### src/hdl/csq_regs.svh
// timing counts and reset values of the core status sideband
// assumes inclusion by the principal design file only
`ifndef CSQ_REGS_SVH
`define CSQ_REGS_SVH
`define CSQ_VALID_DELAY   2'd3
`define CSQ_TB_RESET      64'h0
`define CSQ_RESV_RESET    1'b0
`endif

### src/hdl/csq_pkg.sv
// types of the core status sideband
// assumes no other package
package csq_pkg;
  typedef enum logic [3:0] {
    CSQ_RUN     = 4'b0001,
    CSQ_REQ     = 4'b0010,
    CSQ_QUIET   = 4'b0100,
    CSQ_WAKE    = 4'b1000
  } csq_qstate_t;
  typedef enum logic [1:0] {
    CSQ_EXEC    = 2'b01,
    CSQ_SYNCHLD = 2'b10
  } csq_sstate_t;
endpackage

### src/hdl/csq_status.sv
// core status sideband: quiesce handshake, reservation, time base, sync hold, valid
// assumes core-side control from logic on clk; pins from the system pass two flops
//
// Behaviour
// - request quiesce so snooped bus traffic ends or pauses
// - stop snooping once quiescent
// - request may rise any cycle; held throughout the quiescent state
// - with acknowledge low, never go quiescent and keep snooping
// - reservation output mirrors the reservation coherency bit
// - reservation changes on clock edges; load-and-reserve sets it
// - time-base enable gates counting; may change on any cycle
// - sync hold stops execution after a sync instruction until negated
// - valid indicator rises on third cycle after hard reset release
// - valid does not gate the associated outputs; always driven
// - valid never falls again after rising in normal operation
`include "csq_regs.svh"
module csq_status #(
  parameter int TB_WIDTH = 64
) (
  input  wire logic                  clk,
  input  wire logic                  rst_b,
  input  wire logic                  quiesceWant,
  input  wire logic                  quiesceAck,
  input  wire logic                  loadReserve,
  input  wire logic                  resvClear,
  input  wire logic                  timeBaseEn,
  input  wire logic                  syncDone,
  input  wire logic                  syncHold,
  input  wire logic                  busReqIn,
  input  wire logic                  iBrk2In,
  input  wire logic                  dBrk2In,
  output logic                       quiesceReq,
  output logic                       snoopEn,
  output logic                       quiescent,
  output logic                       reservation,
  output logic [TB_WIDTH-1:0]        timeBase,
  output logic                       execStall,
  output logic                       outputsValid,
  output logic                       bus_request_out,
  output logic                       instr_breakpoint2_hit_out,
  output logic                       data_breakpoint2_hit_out
);
  import csq_pkg::*;

  ////////////////////////////////////////////////////////////////////////////
  // pin synchronisers; first stage read only by the second
  logic [3:0] pinMeta_r;
  logic [3:0] pinSync_r;
  logic       ackS;
  logic       tbenS;
  logic       holdS;
  logic       wantS;
  always_ff @(posedge clk or negedge rst_b) begin
    if (!rst_b) begin
      pinMeta_r <= 4'h0;
      pinSync_r <= 4'h0;
    end else begin
      pinMeta_r <= {quiesceWant, syncHold, timeBaseEn, quiesceAck};
      pinSync_r <= pinMeta_r;
    end
  end
  assign ackS  = pinSync_r[0];
  assign tbenS = pinSync_r[1];
  assign holdS = pinSync_r[2];
  assign wantS = pinSync_r[3];

  ////////////////////////////////////////////////////////////////////////////
  // quiesce handshake
  csq_qstate_t qState_r;
  csq_qstate_t qState_nxt;
  always_comb begin
    qState_nxt = qState_r;
    unique case (qState_r)
      CSQ_RUN: begin
        if (wantS) begin
          qState_nxt = CSQ_REQ;
        end
      end
      CSQ_REQ: begin
        if (!wantS) begin
          qState_nxt = CSQ_RUN;
        end else if (ackS) begin
          qState_nxt = CSQ_QUIET;
        end
      end
      CSQ_QUIET: begin
        if (!wantS) begin
          qState_nxt = CSQ_WAKE;
        end
      end
      CSQ_WAKE: begin
        qState_nxt = CSQ_RUN;
      end
      default: qState_nxt = CSQ_RUN;
    endcase
  end
  always_ff @(posedge clk or negedge rst_b) begin
    if (!rst_b) begin
      qState_r <= CSQ_RUN;
    end else begin
      qState_r <= qState_nxt;
    end
  end

  logic quiesceReq_nxt;
  logic snoopEn_nxt;
  logic quiescent_nxt;
  always_comb begin
    quiesceReq_nxt = (qState_nxt == CSQ_REQ) || (qState_nxt == CSQ_QUIET);
    snoopEn_nxt    = (qState_nxt != CSQ_QUIET);
    quiescent_nxt  = (qState_nxt == CSQ_QUIET);
  end
  always_ff @(posedge clk or negedge rst_b) begin
    if (!rst_b) begin
      quiesceReq <= 1'b0;
      snoopEn    <= 1'b1;
      quiescent  <= 1'b0;
    end else begin
      quiesceReq <= quiesceReq_nxt;
      snoopEn    <= snoopEn_nxt;
      quiescent  <= quiescent_nxt;
    end
  end

  ////////////////////////////////////////////////////////////////////////////
  // reservation and time base
  logic                resv_nxt;
  logic [TB_WIDTH-1:0] timeBase_nxt;
  always_comb begin
    resv_nxt = reservation;
    if (loadReserve) begin
      resv_nxt = 1'b1;
    end else if (resvClear) begin
      resv_nxt = 1'b0;
    end
    timeBase_nxt = tbenS ? timeBase + TB_WIDTH'(1) : timeBase;
  end
  always_ff @(posedge clk or negedge rst_b) begin
    if (!rst_b) begin
      reservation <= `CSQ_RESV_RESET;
      timeBase    <= TB_WIDTH'(`CSQ_TB_RESET);
    end else begin
      reservation <= resv_nxt;
      timeBase    <= timeBase_nxt;
    end
  end

  ////////////////////////////////////////////////////////////////////////////
  // sync hold
  csq_sstate_t sState_r;
  csq_sstate_t sState_nxt;
  logic        execStall_nxt;
  always_comb begin
    sState_nxt = sState_r;
    unique case (sState_r)
      CSQ_EXEC: begin
        if (syncDone && holdS) begin
          sState_nxt = CSQ_SYNCHLD;
        end
      end
      CSQ_SYNCHLD: begin
        if (!holdS) begin
          sState_nxt = CSQ_EXEC;
        end
      end
      default: sState_nxt = CSQ_EXEC;
    endcase
    execStall_nxt = (sState_nxt == CSQ_SYNCHLD);
  end
  always_ff @(posedge clk or negedge rst_b) begin
    if (!rst_b) begin
      sState_r  <= CSQ_EXEC;
      execStall <= 1'b0;
    end else begin
      sState_r  <= sState_nxt;
      execStall <= execStall_nxt;
    end
  end

  ////////////////////////////////////////////////////////////////////////////
  // output valid and passthrough status outputs
  logic [1:0] validCnt_r;
  logic [1:0] validCnt_nxt;
  logic       valid_nxt;
  always_comb begin
    validCnt_nxt = validCnt_r;
    valid_nxt    = outputsValid;
    if (validCnt_r != `CSQ_VALID_DELAY - 2'd1) begin
      validCnt_nxt = validCnt_r + 2'd1;
    end else begin
      valid_nxt = 1'b1;
    end
  end
  always_ff @(posedge clk or negedge rst_b) begin
    if (!rst_b) begin
      validCnt_r                <= 2'd0;
      outputsValid              <= 1'b0;
      bus_request_out           <= 1'b0;
      instr_breakpoint2_hit_out <= 1'b0;
      data_breakpoint2_hit_out  <= 1'b0;
    end else begin
      validCnt_r                <= validCnt_nxt;
      outputsValid              <= valid_nxt;
      bus_request_out           <= busReqIn;
      instr_breakpoint2_hit_out <= iBrk2In;
      data_breakpoint2_hit_out  <= dBrk2In;
    end
  end

  ////////////////////////////////////////////////////////////////////////////
  // checks
  AST_NO_QUIET_NO_ACK: assert property (@(posedge clk) disable iff (!rst_b)
    $rose(quiescent) |-> $past(ackS)) else $error("quiet entered without ack");
  AST_QUIET_NO_SNOOP: assert property (@(posedge clk) disable iff (!rst_b)
    quiescent |-> !snoopEn) else $error("snooping while quiescent");
  AST_REQ_HELD: assert property (@(posedge clk) disable iff (!rst_b)
    quiescent |-> quiesceReq) else $error("request dropped while quiescent");
  AST_REQ_RISE: assert property (@(posedge clk) disable iff (!rst_b)
    $rose(wantS) && qState_r == CSQ_RUN |=> quiesceReq) else $error("request not raised");
  AST_WAKE: assert property (@(posedge clk) disable iff (!rst_b)
    $fell(quiescent) |-> !quiesceReq && snoopEn) else $error("bad wake");
  AST_RESV_SET: assert property (@(posedge clk) disable iff (!rst_b)
    loadReserve |=> reservation) else $error("reservation not set");
  AST_TB_HOLD: assert property (@(posedge clk) disable iff (!rst_b)
    !tbenS |=> $stable(timeBase)) else $error("time base moved while disabled");
  AST_TB_COUNT: assert property (@(posedge clk) disable iff (!rst_b)
    tbenS |=> timeBase == $past(timeBase) + TB_WIDTH'(1)) else $error("time base stuck");
  AST_SYNC_STALL: assert property (@(posedge clk) disable iff (!rst_b)
    syncDone && holdS && !execStall |=> execStall) else $error("no stall after sync");
  AST_SYNC_GO: assert property (@(posedge clk) disable iff (!rst_b)
    execStall && !holdS |=> !execStall) else $error("stall not released");
  AST_VALID_TIME: assert property (@(posedge clk)
    $rose(rst_b) |-> !outputsValid ##1 !outputsValid ##1 !outputsValid ##1 outputsValid)
    else $error("valid not on third cycle");
  AST_VALID_STICKY: assert property (@(posedge clk) disable iff (!rst_b)
    outputsValid |=> outputsValid) else $error("valid fell");

  AST_ABORT: assert property (@(posedge clk) disable iff (!rst_b)
    qState_r == CSQ_REQ && !wantS |=> !quiesceReq && !quiescent)
    else $error("request not withdrawn");
  AST_NO_ACK_WAIT: assert property (@(posedge clk) disable iff (!rst_b)
    qState_r == CSQ_REQ && wantS && !ackS |=> quiesceReq && !quiescent && snoopEn)
    else $error("left request without ack");
  AST_SNOOP_AWAKE: assert property (@(posedge clk) disable iff (!rst_b)
    !quiescent |-> snoopEn)
    else $error("snooping stopped while awake");
  AST_WAKE_DROP: assert property (@(posedge clk) disable iff (!rst_b)
    quiescent && !wantS |=> !quiescent && !quiesceReq && snoopEn)
    else $error("quiet state not left");
  AST_QUIET_STAY: assert property (@(posedge clk) disable iff (!rst_b)
    quiescent && wantS |=> quiescent && quiesceReq)
    else $error("quiet state left early");

  AST_RESV_CLEAR: assert property (@(posedge clk) disable iff (!rst_b)
    resvClear && !loadReserve |=> !reservation)
    else $error("reservation not cleared");
  AST_RESV_KEEP: assert property (@(posedge clk) disable iff (!rst_b)
    !loadReserve && !resvClear |=> $stable(reservation))
    else $error("reservation moved by itself");

  AST_SYNC_KEEP: assert property (@(posedge clk) disable iff (!rst_b)
    execStall && holdS |=> execStall)
    else $error("stall released under hold");
  AST_NO_STALL: assert property (@(posedge clk) disable iff (!rst_b)
    !execStall && !(syncDone && holdS) |=> !execStall)
    else $error("stall without sync");

  AST_PASS: assert property (@(posedge clk) disable iff (!rst_b)
    1'b1 |=> {bus_request_out, instr_breakpoint2_hit_out, data_breakpoint2_hit_out}
             == $past({busReqIn, iBrk2In, dBrk2In}))
    else $error("status outputs not driven");

  // helper: edges since reset release, saturating at seven
  logic [2:0] relAge_r;
  logic [2:0] relAge_nxt;
  always_comb begin
    relAge_nxt = (relAge_r == 3'h7) ? relAge_r : relAge_r + 3'h1;
  end
  always_ff @(posedge clk or negedge rst_b) begin
    if (!rst_b) begin
      relAge_r <= 3'h0;
    end else begin
      relAge_r <= relAge_nxt;
    end
  end
  AST_VALID_AGE: assert property (@(posedge clk) disable iff (!rst_b)
    outputsValid == (relAge_r >= 3'(`CSQ_VALID_DELAY)))
    else $error("valid not tied to release age");

  COV_QUIET: cover property (@(posedge clk) disable iff (!rst_b) $rose(quiescent));
  COV_ABORT: cover property (@(posedge clk) disable iff (!rst_b)
    qState_r == CSQ_REQ && !wantS);
  COV_STALL: cover property (@(posedge clk) disable iff (!rst_b) $fell(execStall));
  COV_RESV: cover property (@(posedge clk) disable iff (!rst_b) $rose(reservation));
  COV_WAKE: cover property (@(posedge clk) disable iff (!rst_b) qState_r == CSQ_WAKE);
endmodule

### config.mk
export PLATFORM = sky130hd
export DESIGN_NAME = csq_status
export DESIGN_NICKNAME = d
export VERILOG_FILES = /design/src/hdl/csq_pkg.sv /design/src/hdl/csq_status.sv
export VERILOG_INCLUDE_DIRS = /design/src /design/src/hdl
export SDC_FILE = /design/constraint.sdc
export NUM_CORES = 1
export LEC_CHECK = 0
export BUFFER_PORTS_ARGS = -buffer_cell sky130_fd_sc_hd__buf_2
export CAP_MARGIN = 30
export CORE_AREA = 2 2 116 118
export CTS_CLUSTER_SIZE = 8
export DETAILED_ROUTE_END_ITERATION = 7
export DIE_AREA = 0 0 118 120
export SETUP_SLACK_MARGIN = 0.02
export SYNTH_ARGS = -nofsm -noshare
export SYNTH_HDL_FRONTEND = slang
export SYNTH_SLANG_ARGS = --single-unit
### constraint.sdc
create_clock -name clk -period 3.8 [get_ports clk]
set_input_delay 0 -clock clk [delete_from_list [all_inputs] [get_ports clk]]
set_output_delay 0 -clock clk [all_outputs]
set_load 0.05 [all_outputs]
==> metrics.cfg <==
[detailed_routing]
drtIter0Drc = 246
vias = 2828
wirelength_um = 8787
avgViaCountPerCell = 4.532
route.detailed.drc = 0
drtPass1Iterations = 6
wire_per_inst_um = 14.08
ant_nets = 0

[hold_path]
holdCritPathClass = input port to asynchronous set/reset pin

[pwr]
p_leak_nw = 2.385
ir_drop_v = 0.0003499
fin_total_pwr_mw = 2.390
pwr-share-comb_pct = 15.8
p_switching_uw = 699.5
power.internal_mw = 1.690
p_sw_share_pct = 29.27
p_seq_share_pct = 45.1
p_clk_share_pct = 39.2
power_density_nw_per_um2 = 491.5

[status]
status = complete, no violations

[global_routing]
antenna_found_initial = 0
first_global_vias = 2911
grt_pass1_wl_um = 14560
gr-usage-all-layers_pct = 13.07
overflow = 0
grt_start_max_net_pins = 47

[clock_network]
cts_resized = 0
cts.reportedPaths.clkPinSlew_ns = 0.07
cts_tree = yes
ctsHoldBuffers = 11
cts_buffer_depth = 2
cts_inserted_buffers = 9
cts_setup_buffers = 0
clock-sinks = 89
htreeDepth = 3
clock_latency_ns = 0.35
root_buffer = clkbuf_16

[critical_path]
worstSetupPathType = register to register
crit_arrival_ns = 2.44
startpoint_type = register
endpoint_kind = register
path_max_fanout = 18
required_ns = 4.07
reg2reg_depth = 6

[die]
ios = 85
die_h_um = 120
rows = 42
coreArea_um2 = 12980
initial_core_util_pct = 29.08
dieArea_um2 = 14160
die_w_um = 118

[logic_synthesis]
synth_top_family_by_area = simple AND/OR/NAND/NOR gates
netlist_instances = 335
synth-xor-area-share_pct = 14.62
yosysWarnings = 0
syn_avg_cell_area_um2 = 11.27
syn-num-nets = 351
synth.top_cells.by_area = dfrtp_1 (57%), xnor2_1 (8.6%), xor2_1 (6.0%)
synth_compound_area_share_pct = 2.486
synth_cell_types = 35
synth_ff_type = dfrtp_1
synth_top_cell_by_area = dfrtp_1
synthSimpleGateAreaFrac_pct = 20.68
yosys_register_bits = 89
synthArstFlopShare_pct = 100.0
synth_mux_area_share_pct = 0.2983
synth_edf_count = 0
seq_area_frac_synth_pct = 59.10
synth_top_area_share_pct = 57.01
synth_adder_area_share_pct = 1.326
netlist_area_um2 = 3775

[final_layout]
n_antenna_cell = 0
final_core_util_pct = 37.46
layout_common_cells = dfrtp_1 (86), buf_2 (83), xnor2_1 (37), nand2_1 (35), xor2_1 (26)
syn2layout_area_growth_pct = 28.80
layout_commonest_cell = dfrtp_1
layout-drive-gt1-share_pct = 25.67
final_nets = 459

[placed_design]
gp_congestion = 0.8385
numPortBuffers = 84
detailed_place_hpwl_um = 6317

[sta]
period_needed_ns = 2.167
slew_violations = 0
setup_tns_ns = 0
clock.fmax_mhz = 461.5
hold_violations = 0
grt_setup_unrepaired = no
slew_headroom_pct = 58.66
period_share_pct = 57.02
skew_ns = 0.007891
holdWs_ns = 0.2106
tightest_slew_ns = 0.6144
finalSetupViolations = 0

[job]
drv_cap = 0

[Yosys cell counts, types with 3 or more instances]
master / number
dfrtp_1: 86
nand3_1: 19
ha_1: 4
a21oi_1: 5
nor2_1: 25
xor2_1: 26
nand2b_1: 5
xnor2_1: 37
and3_1: 7
nor4_1: 7
a21o_1: 3
nand4_1: 21
nand2_1: 35
nor3_1: 15
inv_1: 14
dfstp_2: 3
[path summary, 6_finish.rpt]
kind	slack [ns]	to	start
min in group clk	0.29	pinMeta_r[1]$_DFF_PN0_	timeBaseEn
worst max-delay path	1.63	timeBase[60]$_DFFE_PN0P_	timeBase[12]$_DFFE_PN0P_
max in group asynchronous	2.60	timeBase[55]$_DFFE_PN0P_	rst_b
worst min-delay path	0.21	reservation$_DFFE_PN0P_	rst_b
worst min register to register	0.35	pinSync_r[2]$_DFF_PN0_	pinMeta_r[2]$_DFF_PN0_
worst max register to register	1.63	timeBase[60]$_DFFE_PN0P_	timeBase[12]$_DFFE_PN0P_
[stage by stage]
step / instance area [µm²] / cells / worst slack [ns]
after floorplan: 3775 / 335 / 1.476
after global placement: 4437 / 597 / 1.614
after detailed placement: 4437 / 597 / 1.626
after CTS: 4862 / 624 / 1.592
after global routing: 4862 / 624 / 1.393
final: 4862 / 624 / 1.633
[metal layers]
layer	wire length [µm]	global-route usage, %	up-vias
met5	0	0	-
met4	160	5.271	0
met3	493	4.800	13
met2	4312	21.22	62
met1	3820	15.78	1394
li1	-	-	1359
[logic make-up after synthesis]
family          count (synthesis)
simple gates                  148
fa+ha+maj                       4
xor+xnor                       63
buf+inv                        15
mux                             1
flops                          89
compound gates                 15
[cell type report]
class / instances / area, µm²
Fill cell: 1305 / 8118
Sequential cell: 89 / 2231
Multi-Input combinational cell: 231 / 1488
Timing Repair Buffer: 98 / 555.5
Clock buffer: 12 / 266.5
Tap cell: 176 / 220.2
Inverter: 14 / 52.55
Clock inverter: 4 / 48.80
[worst max-delay path: stages (launching register included)]
cell     delay (ns)
dfrtp_1        0.44
nand4_1        0.23
nor4_4         0.32
buf_4          0.26
nand4_1        0.28
nor4_1         0.40
xor2_1         0.16
[registers in the layout, summed over array words and instances (netlist names)]
name	flops
reservation	1
pinMeta_r	4
quiescent	1
pinSync_r	4
bus_request_out	1
qState_r	4
data_breakpoint2_hit_out	1
sState_r	2
quiesceReq	1
validCnt_r	2
snoopEn	1
instr_breakpoint2_hit_out	1
outputsValid	1
execStall	1
timeBase	64
[power by group through the flow]
stage | registers, mW | clock network (mW) | logic [mW]
2_1_floorplan | 1.23 | 0 | 0.123
3_3_place_gp | 1.09 | 0 | 0.364
3_5_place_dp | 1.10 | 0 | 0.375
4_1_cts | 1.08 | 0.964 | 0.385
5_1_grt | 1.09 | 1.00 | 0.410
6_report | 1.08 | 0.936 | 0.377
(Power assumes the default switching activity.)
